## config.mk

```make
export PLATFORM = sky130hd
export DESIGN_NAME = uic_irq_ctrl
export DESIGN_NICKNAME = d
export VERILOG_FILES = /design/src/shared/uic_pkg.sv /design/src/logic/uic_irq_ctrl.sv
export SDC_FILE = /design/constraint.sdc
export NUM_CORES = 1
export LEC_CHECK = 0
export BUFFER_PORTS_ARGS = -buffer_cell sky130_fd_sc_hd__buf_2
export CAP_MARGIN = 20
export CORE_ASPECT_RATIO = 0.7
export CORE_MARGIN = 3
export CORE_UTILIZATION = 55
export DETAILED_ROUTE_END_ITERATION = 6
export MAX_ROUTING_LAYER = met4
export PLACE_DENSITY_LB_ADDON = 0.08
export REMOVE_ABC_BUFFERS = 1
export SETUP_SLACK_MARGIN = 0.02
export SLEW_MARGIN = 30
export SYNTH_ARGS = -nofsm -noshare
export SYNTH_HDL_FRONTEND = slang
export SYNTH_SLANG_ARGS = --single-unit
```

## constraint.sdc

```tcl
create_clock -name i_clk -period 4.9 [get_ports i_clk]
set_input_delay 0.98 -clock i_clk [delete_from_list [all_inputs] [get_ports i_clk]]
set_output_delay 0.98 -clock i_clk [all_outputs]
set_load 0.02 [all_outputs]
```

## src/shared/uic_pkg.sv

```systemverilog
// Summary of operation
// RQ1: Halt instruction clears the whole status register; core stays stopped until a reset.
// RQ2: Firmware writes zero to reserved status bit 1 and normally one to run.
// RQ3: Status bit 2 mirrors the global interrupt enable; writes there change nothing.
// RQ4: Disable clears, enable sets, return restores flags and sets global enable.
// RQ5: Writing suspend bit 3 stops the core; enabled pending request or bus activity wakes.
// RQ6: A suspend write is ignored while the bus shows non-idle activity.
// RQ7: Power-on reset sets status bit 4 so firmware can tell resets apart.
// RQ8: End of a 12 to 16 us single-ended zero sets bit 5 and raises bus reset.
// RQ9: Watchdog expiry after at least 8 ms without clear resets and sets bit 6.
// RQ10: Bit 7 shows a recognised pending request; acknowledge clears it until a new one.
// RQ11: Power-up loads status with 00010001.
// RQ12: Start-up watchdog fires unless an upstream single-ended zero aborts it first.
// RQ13: Watchdog reset loads 01XX0001, keeping power-on and bus reset flags.
// RQ14: Global enable register bits 0,1,2,4,5,6 enable their sources when one.
// RQ15: Endpoint enable register bits 0 to 4 mask the five endpoint sources.
// RQ16: Each source has its own pending flop held until serviced or reset.
// RQ17: Only enabled pending sources request; taken after the current instruction completes.
// RQ18: Acknowledge clears global enable, then the pending flop, then calls the vector.
// RQ19: The acknowledge call pushes program counter, carry and zero onto the stack.
// RQ20: Nesting is allowed whenever firmware re-enables interrupts inside a routine.
// RQ21: Lower vector number wins; bus reset 0x0002 highest, two-wire 0x0018 lowest.
// RQ22: The acknowledge call takes 10 clock cycles after the instruction ends.
// RQ23: Reserved enable bits ignore writes and read zero; pending flops clear on reset.
package uic_pkg;
    // ==========================================================
    // Register map and fields
    localparam logic [7:0] ADDR_GLOBAL_EN = 8'h20;
    localparam logic [7:0] ADDR_EP_EN     = 8'h21;
    localparam logic [7:0] ADDR_VECTOR    = 8'h23;
    localparam logic [7:0] ADDR_STATUS    = 8'hFF;
    localparam int ST_RUN    = 0;
    localparam int ST_GIE    = 2;
    localparam int ST_SUSP   = 3;
    localparam int ST_POR    = 4;
    localparam int ST_BUSRST = 5;
    localparam int ST_WDR    = 6;
    localparam int ST_PEND   = 7;
    localparam logic [7:0] STATUS_POR_VAL = 8'h11;
    localparam logic [7:0] GEN_EN_MASK    = 8'h77;
    localparam logic [7:0] EP_EN_MASK     = 8'h1F;
    localparam logic [7:0] EN_RESET_VAL   = 8'h00;
    // ==========================================================
    // Sources, index 0 is vector 1 (highest priority)
    localparam int NUM_SRC    = 12;
    localparam int SRC_BUSRST = 0;
    // ==========================================================
    // Timing at 40 MHz
    localparam int CLK_MHZ            = 40;
    localparam int BUS_RST_MIN_NS     = 12000;
    localparam int BUS_RST_MIN_CYC    = (BUS_RST_MIN_NS * CLK_MHZ + 999) / 1000;
    localparam int WDT_TIMEOUT_US     = 8000;
    localparam int WDT_CYCLES_DEF     = WDT_TIMEOUT_US * CLK_MHZ;
    localparam int CALL_CYCLES        = 10;
    // ==========================================================
    // Acknowledge sequencer
    typedef enum logic [1:0] {
        UIC_IDLE    = 2'b00,
        UIC_DISABLE = 2'b01,
        UIC_CALL    = 2'b10
    } uic_ack_t;
endpackage

```

## src/logic/uic_irq_ctrl.sv

```systemverilog
`timescale 1ns/1ps
module uic_irq_ctrl import uic_pkg::*; #(
    parameter int WDT_CYCLES = WDT_CYCLES_DEF
) (
    input  wire logic        i_clk,
    input  wire logic        i_resetn,
    input  wire logic        i_io_wr,
    input  wire logic        i_io_rd,
    input  wire logic [7:0]  i_io_addr,
    input  wire logic [7:0]  i_io_wdata,
    output logic      [7:0]  o_io_rdata,
    input  wire logic        i_instr_done,
    input  wire logic        i_irq_off_instr,
    input  wire logic        i_irq_on_instr,
    input  wire logic        i_irq_return_instr,
    input  wire logic        i_halt_instr,
    input  wire logic        i_wdt_clear,
    input  wire logic [13:0] i_pc,
    input  wire logic        i_carry_flag,
    input  wire logic        i_zero_flag,
    input  wire logic [11:0] i_src_event,
    input  wire logic        i_se0,
    input  wire logic        i_bus_active,
    input  wire logic        i_startup_active,
    output logic             o_run,
    output logic             o_suspend,
    output logic             o_ack_busy,
    output logic             o_stack_push,
    output logic      [15:0] o_stack_word,
    output logic             o_call_strobe,
    output logic      [13:0] o_call_vector,
    output logic             o_wdt_reset,
    output logic             o_bus_reset
);
    // ==========================================================
    // Pin synchroniser and bus reset detector
    logic                  se0_meta_r, se0_sync_r;
    logic [8:0]            se0_cnt_r, se0_cnt_nxt;
    logic                  se0_seen_r, se0_seen_nxt;
    logic                  bus_evt_r, bus_evt_nxt;

    // Two flops before anything looks at the pin
    always_ff @(posedge i_clk) begin
        se0_meta_r <= i_se0;
        se0_sync_r <= se0_meta_r;
    end

    // RQ8: bus reset ends
    always_comb begin
        se0_cnt_nxt  = se0_cnt_r;
        se0_seen_nxt = se0_seen_r;
        bus_evt_nxt  = 1'b0;
        if (se0_sync_r) begin
            if (se0_cnt_r == 9'(BUS_RST_MIN_CYC - 1)) begin
                se0_seen_nxt = 1'b1;
            end else begin
                se0_cnt_nxt = se0_cnt_r + 9'h001;
            end
        end else begin
            bus_evt_nxt  = se0_seen_r;  // Flag only when the zero lifts
            se0_cnt_nxt  = 9'h000;
            se0_seen_nxt = 1'b0;
        end
    end

    always_ff @(posedge i_clk) begin
        if (!i_resetn) begin
            se0_cnt_r  <= 9'h000;
            se0_seen_r <= 1'b0;
            bus_evt_r  <= 1'b0;
        end else begin
            se0_cnt_r  <= se0_cnt_nxt;
            se0_seen_r <= se0_seen_nxt;
            bus_evt_r  <= bus_evt_nxt;
        end
    end

    // ==========================================================
    // Watchdog
    logic [19:0]           wdt_cnt_r, wdt_cnt_nxt;
    logic                  wdt_fire_r, wdt_fire_nxt;

    // RQ9: timeout fires reset
    always_comb begin
        wdt_fire_nxt = 1'b0;
        wdt_cnt_nxt  = wdt_cnt_r + 20'h0_0001;
        // RQ12: start-up abort
        if (i_wdt_clear || wdt_fire_r || (i_startup_active && se0_sync_r)) begin
            wdt_cnt_nxt = 20'h0_0000;
        end else if (wdt_cnt_r == 20'(WDT_CYCLES - 1)) begin
            wdt_cnt_nxt  = 20'h0_0000;
            wdt_fire_nxt = 1'b1;
        end
    end

    always_ff @(posedge i_clk) begin
        if (!i_resetn) begin
            wdt_cnt_r  <= 20'h0_0000;
            wdt_fire_r <= 1'b0;
        end else begin
            wdt_cnt_r  <= wdt_cnt_nxt;
            wdt_fire_r <= wdt_fire_nxt;
        end
    end

    // ==========================================================
    // Enables, pending flops, status and acknowledge
    logic [7:0]            gen_en_r, gen_en_nxt;
    logic [7:0]            ep_en_r, ep_en_nxt;
    logic [NUM_SRC-1:0]    pend_r, pend_nxt, pend_clr, src_evt, en_vec, req, pend_keep;
    logic                  run_r, run_nxt, gie_r, gie_nxt, susp_r, susp_nxt;
    logic                  por_r, por_nxt, busrst_r, busrst_nxt;
    logic                  wdr_r, wdr_nxt, irqp_r, irqp_nxt;
    uic_ack_t              state_r, state_nxt;
    logic [3:0]            cnt_r, cnt_nxt, win_r, win_nxt, win_now;
    logic [7:0]            rdata_r, rdata_nxt, status_w;
    logic                  push_r, push_nxt, call_r, call_nxt;
    logic [15:0]           word_r, word_nxt;
    logic [13:0]           vec_r, vec_nxt;

    // RQ14: global enable map
    // RQ15: endpoint enable map
    assign en_vec  = {gen_en_r[6:4], 1'b0, ep_en_r[4:0], gen_en_r[2:0]};
    assign src_evt = i_src_event | {{(NUM_SRC-1){1'b0}}, bus_evt_r};
    // RQ17: enabled requests
    assign req     = pend_r & en_vec;
    // RQ3: enable sense view
    assign status_w = {irqp_r, wdr_r, busrst_r, por_r, susp_r, gie_r, 1'b0, run_r};

    // RQ21: lowest index wins
    always_comb begin
        win_now = 4'h0;
        for (int i = NUM_SRC - 1; i >= 0; i--) begin
            if (req[i]) begin
                win_now = 4'(i);
            end
        end
    end

    // Next-state for the controller core
    always_comb begin
        gen_en_nxt = gen_en_r;
        ep_en_nxt  = ep_en_r;
        run_nxt    = run_r;
        gie_nxt    = gie_r;
        susp_nxt   = susp_r;
        por_nxt    = por_r;
        busrst_nxt = busrst_r;
        wdr_nxt    = wdr_r;
        irqp_nxt   = irqp_r;
        state_nxt  = state_r;
        cnt_nxt    = cnt_r;
        win_nxt    = win_r;
        pend_clr   = '0;
        push_nxt   = 1'b0;
        call_nxt   = 1'b0;
        word_nxt   = word_r;
        vec_nxt    = vec_r;
        rdata_nxt  = rdata_r;
        // CPU enable instructions
        if (state_r == UIC_IDLE) begin
            // RQ4: enable control
            if (i_irq_off_instr) begin
                gie_nxt = 1'b0;
            end else if (i_irq_on_instr || i_irq_return_instr) begin
                // RQ20: re-enable allows nesting
                gie_nxt = 1'b1;
            end
        end
        // Acknowledge sequencer
        case (state_r)
            UIC_IDLE: begin
                // RQ17: after instruction ends
                if (i_instr_done && gie_r && (|req) && run_r && !susp_r) begin
                    // RQ18: disable first
                    gie_nxt   = 1'b0;
                    irqp_nxt  = 1'b0;
                    win_nxt   = win_now;
                    state_nxt = UIC_DISABLE;
                end
            end
            UIC_DISABLE: begin
                // RQ18: then clear pending
                pend_clr[win_r] = 1'b1;
                // RQ19: push PC and flags
                push_nxt  = 1'b1;
                word_nxt  = {i_pc, i_carry_flag, i_zero_flag};
                cnt_nxt   = 4'(CALL_CYCLES - 2);
                state_nxt = UIC_CALL;
            end
            UIC_CALL: begin
                // RQ22: ten-cycle call
                if (cnt_r == 4'h0) begin
                    call_nxt  = 1'b1;
                    vec_nxt   = {8'h00, 5'({1'b0, win_r} + 5'h01), 1'b0};
                    state_nxt = UIC_IDLE;
                end else begin
                    cnt_nxt = cnt_r - 4'h1;
                end
            end
            default: state_nxt = UIC_IDLE;
        endcase
        // Register writes; reserved bits drop out here
        if (i_io_wr) begin
            case (i_io_addr)
                // RQ23: reserved bits ignored
                ADDR_GLOBAL_EN: gen_en_nxt = i_io_wdata & GEN_EN_MASK;
                ADDR_EP_EN:     ep_en_nxt  = i_io_wdata & EP_EN_MASK;
                ADDR_STATUS: begin
                    run_nxt    = i_io_wdata[ST_RUN];
                    por_nxt    = i_io_wdata[ST_POR];
                    busrst_nxt = i_io_wdata[ST_BUSRST];
                    wdr_nxt    = i_io_wdata[ST_WDR];
                    // RQ6: blocked by bus activity
                    if (i_io_wdata[ST_SUSP] && !i_bus_active) begin
                        // RQ5: enter suspend
                        susp_nxt = 1'b1;
                    end
                end
                default: ;
            endcase
        end
        // RQ5: wake on request or bus
        if (susp_r && (i_bus_active || (|req))) begin
            susp_nxt = 1'b0;
        end
        // RQ8: bus reset flag, set wins
        if (bus_evt_r) begin
            busrst_nxt = 1'b1;
        end
        // RQ10: new event wins over clear
        if (|src_evt) begin
            irqp_nxt = 1'b1;
        end
        // RQ1: halt clears every status bit
        if (i_halt_instr) begin
            {irqp_nxt, wdr_nxt, busrst_nxt, por_nxt} = 4'h0;
            {susp_nxt, gie_nxt, run_nxt} = 3'b000;
        end
        // Register reads, answered on the next edge
        if (i_io_rd) begin
            case (i_io_addr)
                ADDR_GLOBAL_EN: rdata_nxt = gen_en_r;
                ADDR_EP_EN:     rdata_nxt = ep_en_r;
                ADDR_VECTOR:    rdata_nxt = (|req) ? {3'b000, win_now + 4'h1, 1'b0} : 8'h00;
                ADDR_STATUS:    rdata_nxt = status_w;
                default:        rdata_nxt = 8'h00;
            endcase
        end
        // RQ16: set wins over service clear
        pend_nxt = (pend_r & ~pend_clr) | src_evt;
        // RQ13: watchdog keeps power-on and bus flags
        if (wdt_fire_r) begin
            {irqp_nxt, wdr_nxt, susp_nxt, gie_nxt, run_nxt} = 5'b01001;
            gen_en_nxt = EN_RESET_VAL;
            ep_en_nxt  = EN_RESET_VAL;
            pend_nxt   = '0;
            state_nxt  = UIC_IDLE;
            push_nxt   = 1'b0;
            call_nxt   = 1'b0;
        end
    end

    // RQ7: power-on flag set
    // RQ11: power-up values
    always_ff @(posedge i_clk) begin
        if (!i_resetn) begin
            {irqp_r, wdr_r, busrst_r, por_r, susp_r, gie_r} <= STATUS_POR_VAL[7:2];
            run_r    <= STATUS_POR_VAL[ST_RUN];
            gen_en_r <= EN_RESET_VAL;
            ep_en_r  <= EN_RESET_VAL;
            pend_r   <= '0;
            state_r  <= UIC_IDLE;
            cnt_r    <= 4'h0;
            win_r    <= 4'h0;
            rdata_r  <= 8'h00;
            push_r   <= 1'b0;
            call_r   <= 1'b0;
            word_r   <= 16'h0000;
            vec_r    <= 14'h0000;
        end else begin
            {irqp_r, wdr_r, busrst_r, por_r} <= {irqp_nxt, wdr_nxt, busrst_nxt, por_nxt};
            {susp_r, gie_r, run_r} <= {susp_nxt, gie_nxt, run_nxt};
            gen_en_r <= gen_en_nxt;
            ep_en_r  <= ep_en_nxt;
            pend_r   <= pend_nxt;
            state_r  <= state_nxt;
            cnt_r    <= cnt_nxt;
            win_r    <= win_nxt;
            rdata_r  <= rdata_nxt;
            push_r   <= push_nxt;
            call_r   <= call_nxt;
            word_r   <= word_nxt;
            vec_r    <= vec_nxt;
        end
    end

    // Outputs
    assign o_io_rdata    = rdata_r;
    assign o_run         = run_r;
    assign o_suspend     = susp_r;
    assign o_ack_busy    = (state_r != UIC_IDLE);
    assign o_stack_push  = push_r;
    assign o_stack_word  = word_r;
    assign o_call_strobe = call_r;
    assign o_call_vector = vec_r;
    assign o_wdt_reset   = wdt_fire_r;
    assign o_bus_reset   = bus_evt_r;

    // ==========================================================
    // Assertions
    property p_halt_clear;
        @(posedge i_clk) disable iff (!i_resetn)
        (i_halt_instr && !wdt_fire_r) |=> (status_w == 8'h00);
    endproperty
    a_halt_clear: assert property (p_halt_clear) else $error("halt left status set"); // RQ1

    property p_gie_write;
        @(posedge i_clk) disable iff (!i_resetn)
        (i_io_wr && i_io_addr == ADDR_STATUS && state_r == UIC_IDLE && !i_irq_off_instr
         && !i_irq_on_instr && !i_irq_return_instr && !i_halt_instr && !wdt_fire_r
         && !i_instr_done) |=> (gie_r == $past(gie_r));
    endproperty
    a_gie_write: assert property (p_gie_write) else $error("status write moved enable"); // RQ3

    property p_enable_instr;
        @(posedge i_clk) disable iff (!i_resetn)
        (state_r == UIC_IDLE && i_irq_return_instr && !i_irq_off_instr && !i_halt_instr
         && !wdt_fire_r && !i_instr_done) |=> gie_r;
    endproperty
    a_enable_instr: assert property (p_enable_instr) else $error("return did not enable"); // RQ4

    property p_susp_block;
        @(posedge i_clk) disable iff (!i_resetn)
        (!susp_r && i_bus_active && i_io_wr && i_io_addr == ADDR_STATUS) |=> !susp_r;
    endproperty
    a_susp_block: assert property (p_susp_block) else $error("suspend taken on busy bus"); // RQ6

    property p_por_value;
        @(posedge i_clk) disable iff (!i_resetn)
        !$past(i_resetn) |-> (status_w == STATUS_POR_VAL);
    endproperty
    a_por_value: assert property (p_por_value) else $error("wrong power-up status"); // RQ11

    property p_bus_flag;
        @(posedge i_clk) disable iff (!i_resetn)
        (bus_evt_r && !i_halt_instr) |=> (busrst_r && pend_r[SRC_BUSRST]);
    endproperty
    a_bus_flag: assert property (p_bus_flag) else $error("bus reset not recorded"); // RQ8

    property p_wdt_value;
        @(posedge i_clk) disable iff (!i_resetn)
        wdt_fire_r |=> (wdr_r && run_r && !irqp_r && !gie_r && pend_r == '0
                        && por_r == $past(por_r));
    endproperty
    a_wdt_value: assert property (p_wdt_value) else $error("watchdog status wrong"); // RQ13

    property p_ack_order;
        @(posedge i_clk) disable iff (!i_resetn)
        (state_r == UIC_DISABLE) |-> (!gie_r && $past(gie_r));
    endproperty
    a_ack_order: assert property (p_ack_order) else $error("enable not cleared first"); // RQ18

    property p_call_len;
        @(posedge i_clk) disable iff (!i_resetn || wdt_fire_r)
        (state_r == UIC_DISABLE) |-> ##1 o_stack_push ##9 o_call_strobe;
    endproperty
    a_call_len: assert property (p_call_len) else $error("call not ten cycles"); // RQ22

    // Pending bits that no acknowledge is clearing this cycle
    assign pend_keep = pend_r & ~pend_clr;

    property p_pend_hold;
        @(posedge i_clk) disable iff (!i_resetn)
        !wdt_fire_r |=> ((pend_r & $past(pend_keep)) == $past(pend_keep));
    endproperty
    a_pend_hold: assert property (p_pend_hold) else $error("pending flop lost"); // RQ16

    c_ack_done: cover property (@(posedge i_clk) disable iff (!i_resetn) o_call_strobe);
    c_suspend:  cover property (@(posedge i_clk) disable iff (!i_resetn) $rose(susp_r));
    c_wdt:      cover property (@(posedge i_clk) disable iff (!i_resetn) wdt_fire_r);
    c_bus_rst:  cover property (@(posedge i_clk) disable iff (!i_resetn) bus_evt_r);
endmodule

```

; ---- Yosys cells after proc, flatten, opt, wreduce, memory -nomap -nowiden
; Index checks and enable logic that the tools add are counted.
[totals]
ff_bits = 105
in_bits = 57
output_inout_bits = 45
wordCells = 144
[classes]
n_eq_ne = 11
magnitude_cmp = 2
bitwise_logic = 7
n_reduce_logical = 48
add_sub_neg = 5
mux = 46
[op_table]
columns = operator, n
row1 = 2-to-1 mux 4 bit, 13
row2 = one-hot mux 8 bit (4 select lines), 1
row3 = 2-to-1 mux 1 bit, 25
row4 = AND 12 bit, 2
row5 = equality test 8 x 6 -> 1 bit (second input constant), 3
row6 = OR reduction 12 bit, 2
row7 = AND reduction 2 bit, 11
row8 = adder 20 x 1 -> 20 bit (second input constant), 1
row9 = equality test 20 x 19 -> 1 bit (second input constant), 1
row10 = nonzero test 2 bit, 8
row11 = 2-to-1 mux 12 bit, 1
row12 = inverter 12 bit, 1
row13 = bitwise OR 12 x 1 -> 12 bit, 1
row14 = bitwise OR 12 bit, 1
row15 = adder 9 x 1 -> 9 bit (second input constant), 1
row16 = equality test 9 bit (second input constant), 1
row17 = OR reduction 3 bit, 3
row18 = equality test 8 bit (second input constant), 1
row19 = logical AND 1 bit, 8
row20 = one-hot mux 4 bit (2 select lines), 1
row21 = OR reduction 2 bit, 4
row22 = one-hot mux 2 bit (3 select lines), 1
row23 = nonzero test 3 bit, 2
row24 = adder 4 x 1 -> 5 bit (second input constant), 1
row25 = other kinds (18), 25

; ---- Longest topological paths before layout
; Gate-level depths: netlist of run 1.
[logic_depth]
depth_word = 16
depth_mapped = 8
mapped_depth_nobuf = 8

; ---- Worst setup path before layout of run 1
; OpenSTA, ideal clock, no wires.
[synth_path]
path_type = input to register
start = input i_io_addr[3]
end = register rdata_r[3] (netlist: o_io_rdata[3])
path_buffers = 0
t_arrival_ns = 2.443
slack_ns = 2.397
stages = 5
cell_sequence = or4b_4 > or4_4 > o21ba_4 > and2_1 > o221a_1
[synth_via]
elab_chain_len = 2
[synth_lines]
columns = item, line
row1 = start: declaration, uic_irq_ctrl.sv:9  ; input wire logic [7:0] i_io_addr,
row2 = equality test 8 bit / equality test 8 x 6 -> 1 bit (equally long branches), uic_irq_ctrl.sv:242  ; case (i_io_addr)
row3 = one-hot mux 8 bit (4 select lines) *, uic_irq_ctrl.sv:242
row4 = end signal: assignment, uic_irq_ctrl.sv:290  ; rdata_r <= rdata_nxt;
row5 = end: declaration, uic_irq_ctrl.sv:116  ; logic [7:0] rdata_r, rdata_nxt, status_w;
; Every way passes the cells marked *; elsewhere a longest branch is shown, timed or not.
; A chain may end at the register's enable or synchronous reset.

; ---- Worst setup path in the final report of run 1
[layout_path]
start = input i_resetn
end = register wdt_cnt_r[13]
[layout_via]
elab_chain_len = 2
[layout_lines]
columns = item, line
row1 = start: declaration, uic_irq_ctrl.sv:6  ; input wire logic i_resetn,
row2 = inverter 1 bit (no line), --
row3 = OR reduction 3 bit (no line), --
row4 = end signal: assignment, uic_irq_ctrl.sv:101  ; wdt_cnt_r <= wdt_cnt_nxt;
row5 = end: declaration, uic_irq_ctrl.sv:80  ; logic [19:0] wdt_cnt_r, wdt_cnt_nxt;
; Every way passes these cells.

==> results of run 1 <==
==> flip-flops by register name (all words and copies together) (netlist names), 2 cells and up <==
| register | count |
|---|---|
| win_r | 4 |
| o_io_rdata | 8 |
| gen_en_r | 6 |
| se0_cnt_r | 9 |
| pend_r | 11 |
| wdt_cnt_r | 20 |
| o_call_vector | 5 |
| cnt_r | 4 |
| o_stack_word | 16 |
| state_r | 2 |
| ep_en_r | 5 |
==> cells by family after synthesis <==
group           after synthesis
other cells                   1
compound gates               93
simple gates                248
fa+ha+maj                     8
xor+xnor                     30
mux                          16
flops                       104
buf+inv                      42
==> worst max-delay path, cell delays in order <==
cell	delay, ns
buf_2	0.53
nand2b_1	0.18
a211o_1	0.33
nand2b_1	0.49
nor2_1	0.23
==> per-layer routing <==
metal  GRT usage  vias to the layer above
met3     0.05390                       12
met4     0.05058                        0
li1            -                     2022
met5           -                        -
met2      0.3593                      123
met1      0.3231                     1907
==> synthesized netlist by cell type, types with 5 or more instances <==
master / number / area share
dfxtp_1: 104 / 0.45
xnor2_1: 10 / 0.019
buf_4: 9 / 0.015
ha_1: 8 / 0.022
and2_1: 13 / 0.017
inv_1: 14 / 0.011
nor2_1: 63 / 0.051
o21ai_1: 6 / 0.0065
xor2_1: 20 / 0.038
mux2i_1: 12 / 0.026
a21boi_0: 16 / 0.026
nand2_1: 80 / 0.065
nor3_1: 11 / 0.012
o21ai_0: 9 / 0.0097
nand3_1: 28 / 0.030
a21oi_1: 28 / 0.030
a22o_1: 5 / 0.0094
nor2b_1: 8 / 0.011
clkbuf_1: 19 / 0.015
and3_1: 9 / 0.012
nand4_1: 10 / 0.013
a22oi_1: 5 / 0.0081
nand2b_1: 6 / 0.0081
==> cell type report <==
class,instances,area (um2)
clock buffers,9,225.2
clock inverters,7,61.31
fillers,689,2618
inverters,14,52.55
multi-input cells,404,2412
flip-flops and latches,104,2082
well taps,101,126.4
repair buffers,92,462.9
==> cell usage in the layout, fill, tap and decap left out, types with 4 or more instances in the layout <==
master     instances
and3_1             9
nand4_1           10
nor2_1            63
nor3_1            11
o21ai_0            9
xnor2_1           10
inv_1             14
nand3_1           28
and2_1            13
buf_2             91
nor4_1             4
nand2b_1           6
a22o_1             5
conb_1             9
o21ai_1            6
nor2b_1            7
clkbuf_16          9
nand2_1           80
a21boi_0          16
mux2i_1           12
dfxtp_1          104
a21oi_1           28
xor2_1            20
mux2_2             4
ha_1               8
a22oi_1            5
==> path summary, 6_finish.rpt <==
check / slack, ns / endpoint / start
max: 2.41 / wdt_cnt_r[13] / i_resetn
min: 0.33 / se0_sync_r / se0_meta_r
max reg2reg: 2.79 / win_r[0] / gen_en_r[2]
min reg2reg: 0.33 / se0_sync_r / se0_meta_r
==> power by group through the flow <==
stage | logic (uW) | registers (uW) | clock network [uW]
finish | 81.7 | 867 | 689
global route | 90.3 | 869 | 739
floorplan | 33.3 | 886 | 0
global placement | 78.9 | 886 | 0
CTS | 81.3 | 867 | 706
detailed placement | 80.7 | 887 | 0
==> metrics by stage <==
stage          cell area (um2)  instances  setup slack, ns  power, uW    util
2_1_floorplan             4544        522            2.397      919.2       -
3_3_place_gp              5134        715            2.107      965.1  0.6385
3_5_place_dp              5136        715            2.022      967.3  0.6388
4_1_cts                   5423        731            2.392       1654  0.6744
5_1_grt                   5423        731            2.181       1698  0.6744
6_report                  5423        731            2.412       1638  0.6744
==> impl_metrics.json, run 1 <==
{
  "outcome": "complete, no violations",
  "ys_ff_latch": 104,
  "drt_wl_total_um": 10810,
  "comb_power_share": 0.050,
  "antenna_found_initial": 0,
  "p_int_uw": 1243,
  "power.density_nw_per_um2": 302.0,
  "netSwitchingFraction": 0.2408,
  "rsz0062_at_grt": "no",
  "drt-initial-drc-count": 309,
  "yosys_warnings": 0,
  "cts_tree": "built",
  "p_switching_uw": 394.5,
  "met1_length_um": 5140,
  "hpwl_um": 7970,
  "ctsHoldBuffers": 0,
  "coreArea_um2": 8040,
  "ys_seq_area_frac": 0.4474,
  "synth_xor_area_frac": 0.05647,
  "drive_gt1_frac": 0.1952,
  "synthCells": 542,
  "synth_top_flop_cell": "dfxtp_1",
  "fin_crit_ns": 2.488,
  "timing.hold.ws_ns": 0.3344,
  "grt_pass1_vias": 3796,
  "synth_compound_area_frac": 0.1371,
  "synth_top_family_by_area": "simple AND/OR/NAND/NOR gates",
  "synth-simple-area-share": 0.2600,
  "wl_met3_um": 701,
  "synthArstFlopShare": 0,
  "p_leak_uw": 0.002275,
  "io_pins": 102,
  "nNetsFinal": 690,
  "postCtsSetupBuffers": 0,
  "clockPowerShare": 0.421,
  "fmax_mhz": 402.0,
  "netlist_area_um2": 4653,
  "insertion_delay_ns": 0.34,
  "avgSynthCellArea_um2": 8.585,
  "root_buffer": "clkbuf_16",
  "synthMuxAreaShare": 0.03549,
  "ir_drop_mv": 0.2217,
  "initial_utilization": 0.5787,
  "drv_slew": 0,
  "grt.total_usage": 0.2362,
  "syn_to_final_growth_pct": 16.54,
  "drc": 0,
  "pwr-share-seq": 0.529,
  "vias": 4064,
  "hold_viol": 0,
  "cts_sinks": 104,
  "grt_overflow": 0,
  "ys_types": 56,
  "r2r_cells": 5,
  "crit_fanout": 44,
  "synth_edf_count": 0,
  "grt_max_degree": 45,
  "slew_headroom": 0.3855,
  "synth_fa_ha_area_frac": 0.02151,
  "h-tree-depth": 3,
  "crit_arrival_ns": 2.76,
  "ant_nets": 0,
  "drv_cap": 0,
  "grt_pass1_wl_um": 18080,
  "place.gp.congestion": 0.8657,
  "hold_depth": 0,
  "routedWlPerCell_um": 14.79,
  "die_height_um": 82.96,
  "fin_crit_sh": 0.5077,
  "path_class": "input pin to flip-flop",
  "final.setup_skew_ns": 0.005609,
  "endpoint_kind": "flip-flop",
  "cp.required_ns": 5.17,
  "dr.pass1.iters": 5,
  "startpoint_type": "input pin",
  "rows": 27,
  "io_buffers": 91,
  "setup_tns_ns": 0,
  "clockBufferDepth": 2,
  "finalSetupViolCount": 0,
  "path_clk_slew_ns": 0.07,
  "die_x_um": 115.9,
  "routed.top_layer": "met4",
  "drt-vias-per-instance": 5.560,
  "met2_length_um": 4896,
  "cts_buffers": 9,
  "diodes": 0,
  "ctsResizeCount": 0,
  "min_path_type": "flip-flop to flip-flop",
  "fp.dieArea_um2": 9617,
  "worst-slew-pin-transition_ns": 0.9217
}
(Power assumes the default switching activity.)
==> run 2: changes to the inputs <==
Settings changed: ABC_AREA set to 1, CORE_UTILIZATION 55 to 49.
Clock period 4.9 ns to 2 ns, I/O delays scaled along.
==> impl_metrics.json, run 2 <==
{
  "path_class": "flip-flop to flip-flop",
  "path_clk_slew_ns": 0.07,
  "place.gp.congestion": 0.9719,
  "crit_top_cell": "nand2_1",
  "syn_to_final_growth_pct": 20.66,
  "busiest_layer": "met2",
  "synth_common_cells": "104 x dfxtp_1, 96 x nand2_1, 93 x nor2_1",
  "grt_max_degree": 23,
  "setup_tns_ns": 0,
  "layout_commonest_cell": "dfxtp_1",
  "coreArea_um2": 9144,
  "rsz0062_at_grt": "no",
  "rows": 29,
  "regMostFlops": "wdt_cnt_r",
  "drv_cap": 0,
  "drt_wl_total_um": 11280,
  "slowest_stage": "dfxtp_1",
  "die_height_um": 87.46,
  "synth_edf_count": 0,
  "fin_util": 0.6129,
  "synthArstFlopShare": 0,
  "yosysTopAreaCell": "dfxtp_1",
  "hpwl_um": 8649,
  "path_cells": "nand2_2 -> nand2_1 -> inv_1 -> nand2_1 -> nand2_1 -> nand2_1 -> nand2_1 -> nand2_1 -> nand2_1 -> nand2_2 -> nand2_2 -> inv_1 -> ha_2 -> xor2_1 -> o221ai_1 -> nand2_1 -> a21oi_2",
  "synth_top_flop_cell": "dfxtp_1",
  "power.density_nw_per_um2": 711.1,
  "cts_sinks": 104,
  "ant_nets": 0,
  "cts_tree": "built",
  "fmax_mhz": 546.6,
  "synthCells": 622,
  "min_path_type": "input pin to flip-flop",
  "yosys_warnings": 0,
  "io_buffers": 91,
  "die_x_um": 122.4,
  "insertion_delay_ns": 0.35,
  "dpl_cell_area_um2": 5238,
  "grt_pass1_wl_um": 18400,
  "ys_types": 48,
  "r2r_cells": 17,
  "vias": 4328,
  "clockBufferDepth": 2,
  "cts_buffers": 9,
  "startpoint": "gen_en_r[4]",
  "root_buffer": "clkbuf_16",
  "final.setup_skew_ns": 0.006330,
  "synth_area_leaders": "dfxtp_1 45%, nand2_1 7.8%, nor2_1 7.5%",
  "ys_ff_latch": 104,
  "outcome": "complete, no violations",
  "fin_crit_ns": 1.830,
  "fin_crit_sh": 0.9148,
  "grt.total_usage": 0.2250,
  "fin_area_um2": 5604,
  "ir_drop_mv": 0.4107,
  "r2r_start": "gen_en_r[4]",
  "antenna_found_initial": 1,
  "nNetsFinal": 791,
  "routedWlPerCell_um": 13.20,
  "p_leak_uw": 0.002561,
  "largest_reg_flops": 20,
  "io_pins": 102,
  "grt_pass1_vias": 3938,
  "cp.required_ns": 2.29,
  "netlist_area_um2": 4644,
  "drc": 0,
  "met3_usage": 0.06234,
  "ys_seq_area_frac": 0.4483,
  "finalSetupViolCount": 0,
  "synth_most_common_cell": "dfxtp_1",
  "nFillCells": 894,
  "post-synth-top-area-fraction": 0.4483,
  "grt_use_met2": 0.3440,
  "drt-vias-per-instance": 5.062,
  "hold_viol": 0,
  "h-tree-depth": 3,
  "multi_input_area_um2": 2172,
  "crit_fanout": 3,
  "seq_area_um2": 2086,
  "layout_common_cells": "101 x dfxtp_1, 93 x nor2_1, 91 x nand2_1, 91 x buf_2, 81 x inv_1",
  "grtUsageMet1": 0.2972,
  "drt-initial-drc-count": 254,
  "initial_utilization": 0.5079,
  "dr.pass1.iters": 6,
  "fp.dieArea_um2": 10700,
  "drv_slew": 0,
  "endpoint_kind": "flip-flop",
  "cpPeakStageDelay_ns": 0.33,
  "drive_gt1_frac": 0.2192,
  "r2r_slack_ns": 0.17,
  "setup.worst_path.end": "o_io_rdata[3]",
  "r2r_end": "o_io_rdata[3]",
  "grt_overflow": 0,
  "startpoint_type": "flip-flop",
  "crit_arrival_ns": 2.12,
  "avgSynthCellArea_um2": 7.467
}
-- run 2: worst min-delay path by stage --
stage / startpoint / end / slack, ns / depth (start not counted)
after floorplan: se0_meta_r / se0_sync_r / 0.31 / 0
after global placement: se0_meta_r / se0_sync_r / 0.31 / 0
after detailed placement: se0_meta_r / se0_sync_r / 0.31 / 0
after CTS: i_se0 / se0_meta_r / 0.14 / 1
after global routing: i_se0 / se0_meta_r / 0.14 / 1
final: i_se0 / se0_meta_r / 0.15 / 1
-- run 2: where the power goes --
group	leakage, uW	internal, uW	switching, uW
combinational	0.00158	85.2	128
clock	0.000136	909	746
sequential	0.000845	2100	17.3
total	0.00256	3090	892
-- run 2: critical path: cells and delay by family, from the launching register on --
family                   cells  cell delay (ns)
buffers and inverters        2             0.10
flip-flops                   1             0.33
AND/OR/NAND/NOR             11             0.69
AO/OA/AOI/OAI                2             0.32
XOR/XNOR                     1             0.15
adder cells (fa/ha/maj)      1             0.17
-- run 2: cell type report --
type	count	area share
antenna	1	0.0004465
clock buffer	13	0.04644
clock inverter	2	0.002456
inverter	90	0.06028
multi-input combinational	416	0.3876
sequential	104	0.3722
tap	124	0.02768
timing repair buffer	105	0.1029
-- run 2: timing repair --
action / in CTS / in global routing
setup endpoints to repair: 0 / 13
buffers inserted: 0 / 5
gates resized for setup: 0 / 15
hold buffers: 0 / 0
-- run 2: per-layer routing --
layer,part of all wire,vias up
met5,0,-
met1,0.48,1970
met4,0.011,0
met3,0.070,9
li1,-,2224
met2,0.44,125
-- run 2: kinds of logic (layout without fill, tap and decap cells) --
kind of cell / Yosys count / after routing / synth area share
other: 1 / 10 / 0.0008074
AO/OA/AOI/OAI: 133 / 133 / 0.1576
adder cells (fa/ha/maj): 8 / 8 / 0.02155
flip-flops: 104 / 104 / 0.4483
XOR/XNOR: 7 / 7 / 0.01320
buffers and inverters: 110 / 210 / 0.09752
AND/OR/NAND/NOR: 259 / 259 / 0.2610
-- run 2: metrics by stage --
stage	cells	worst slack (ns)	hold slack (ns)	power [uW]
after floorplan	610	0.1384	0.3096	2253
after global placement	834	0.1747	0.3108	2362
after detailed placement	834	0.1189	0.3136	2366
after CTS	849	0.08913	0.1443	4010
after global routing	855	0.01401	0.1406	4149
final	855	0.1705	0.1522	3985
==> run 3: changes to the inputs <==
Settings changed: CORE_UTILIZATION 49 to 30.
==> impl_metrics.json, run 3 (synthesized netlist as in run 2, its figures left out) <==
{
  "outcome": "complete, no violations",
  "seq_area_um2": 2088,
  "drive_gt1_frac": 0.2233,
  "p_int_uw": 3294,
  "cts_tree": "built",
  "clockBufferDepth": 2,
  "cp.required_ns": 2.28,
  "insertion_delay_ns": 0.34,
  "drt_wl_total_um": 12440,
  "die_x_um": 154.7,
  "clockPowerShare": 0.454,
  "fin_crit_ns": 1.827,
  "rows": 37,
  "routedWlPerCell_um": 13.43,
  "grt_pass1_vias": 3914,
  "grt_pass1_wl_um": 19540,
  "r2r_start": "ep_en_r[4]",
  "worst-slew-pin-transition_ns": 0.4939,
  "fp.dieArea_um2": 17030,
  "ant_nets": 0,
  "startpoint_type": "flip-flop",
  "io_buffers": 91,
  "multi_input_area_um2": 2175,
  "slew_headroom": 0.6687,
  "cts_sinks": 104,
  "p_switching_uw": 969.3,
  "r2r_end": "o_io_rdata[3]",
  "vias": 4258,
  "setup_slack_ns": 0.1727,
  "report.power.total_uw": 4263,
  "initial_utilization": 0.3116,
  "ctsHoldBuffers": 0,
  "root_buffer": "clkbuf_16",
  "netSwitchingFraction": 0.2274,
  "timing.hold.ws_ns": 0.1542,
  "nFillCells": 1582,
  "dpl_cell_area_um2": 5354,
  "grt_overflow": 0,
  "power.density_nw_per_um2": 742.6,
  "drt-initial-drc-count": 261,
  "min_path_type": "input pin to flip-flop",
  "hold_depth": 1,
  "coreArea_um2": 14910,
  "r2r_cells": 10,
  "crit_fanout": 3,
  "h-tree-depth": 3,
  "fmax_mhz": 547.3,
  "regMostFlops": "wdt_cnt_r",
  "final.setup_skew_ns": 0.005313,
  "drt-vias-per-instance": 4.598,
  "crit_arrival_ns": 2.11,
  "cts_buffers": 9,
  "p_leak_uw": 0.002580,
  "pre_cts_ws_ns": 0.07208,
  "place.gp.congestion": 0.8677,
  "path_class": "flip-flop to flip-flop",
  "path_clk_slew_ns": 0.07,
  "finalSetupViolCount": 0,
  "comb_power_share": 0.050,
  "endpoint_kind": "flip-flop",
  "layout_commonest_cell": "dfxtp_1",
  "fin_area_um2": 5741,
  "grt.total_usage": 0.1487,
  "dr.pass1.iters": 4,
  "hold_end": "se0_meta_r",
  "pwr-share-seq": 0.496,
  "nNetsFinal": 790,
  "grt_max_degree": 27,
  "syn_to_final_growth_pct": 23.60,
  "hold_viol": 0,
  "hpwl_um": 9740,
  "rsz0062_at_grt": "no",
  "setup_tns_ns": 0,
  "drv_slew": 0,
  "antenna_found_initial": 1,
  "drc": 0,
  "io_pins": 102,
  "largest_reg_flops": 20,
  "drv_cap": 0,
  "die_height_um": 110.1,
  "ir_drop_mv": 0.3659,
  "fin_crit_sh": 0.9136,
  "r2r_slack_ns": 0.17,
  "layout_common_cells": "99 x dfxtp_1, 93 x nor2_1, 91 x nand2_1, 91 x buf_2, 81 x inv_1",
  "hold_start": "i_se0"
}
==> run 3: changes by cell type in the layout (fill, tap and decap cells not counted), sizes merged <==
cell,change
buf,-1
bufinv,+2
clkbuf,-4
clkinvlp,+1
inv,+2
==> run 3: how the worst max path moves through the flow <==
stage | cells after the start | slack (ns) | startpoint | to
2_1_floorplan | 5 | 0.14 | state_r[0] | o_stack_word[0]
3_3_place_gp | 17 | 0.11 | gen_en_r[4] | o_io_rdata[3]
3_5_place_dp | 11 | 0.07 | wdt_cnt_r[0] | wdt_cnt_r[17]
4_1_cts | 11 | 0.05 | wdt_cnt_r[0] | wdt_cnt_r[17]
5_1_grt | 10 | 0.03 | pend_r[6] | o_io_rdata[3]
6_report | 10 | 0.17 | ep_en_r[4] | o_io_rdata[3]
==> run 3: stage by stage <==
step	std cells	utilization
floorplan	610	-
global placement	907	0.3592
detailed placement	907	0.3592
CTS	923	0.3811
global route	926	0.3851
finish	926	0.3851
==> run 3: metal layers <==
layer  vias to the layer above  routed length, um  track usage  part of all wire
li1                       2223                  -            -                 -
met4                         0                119      0.02962            0.0096
met1                      1925               6360       0.2066              0.51
met2                        95               5322       0.2214              0.43
met3                        15                637      0.03707             0.051
met5                         -                  0            -                 0
==> run 3: repair_timing <==
action	in CTS	in global routing
buffers inserted	0	2
endpoints found under the setup margin	0	12
gates resized for setup	0	16
==> run 3: worst max-delay path, stage by stage, from the launching register on <==
cell and delay, ns:
dfxtp_2 0.35, nand2_1 0.07, nand2_1 0.12, a21oi_1 0.06, or2_2 0.31, a31oi_2 0.18
ha_2 0.21, xor2_1 0.06, o221ai_1 0.19, nand2_1 0.10, a21oi_2 0.13
==> run 3: layout make-up <==
class / count / share of cell area
Clock buffer: 9 / 0.03923
Timing Repair Buffer: 104 / 0.09852
Clock inverter: 7 / 0.01787
Multi-Input combinational cell: 416 / 0.3788
Tap cell: 195 / 0.04250
Sequential cell: 104 / 0.3638
Antenna cell: 1 / 0.0004359
Inverter: 90 / 0.05885
==> run 3: power groups by stage <==
stage               clock (uW)  combinational [uW]  sequential (uW)
global route              2110                 242             2120
detailed placement           0                 213             2160
finish                    1930                 214             2120
floorplan                    0                93.3             2160
CTS                       2020                 214             2110
global placement             0                 210             2160
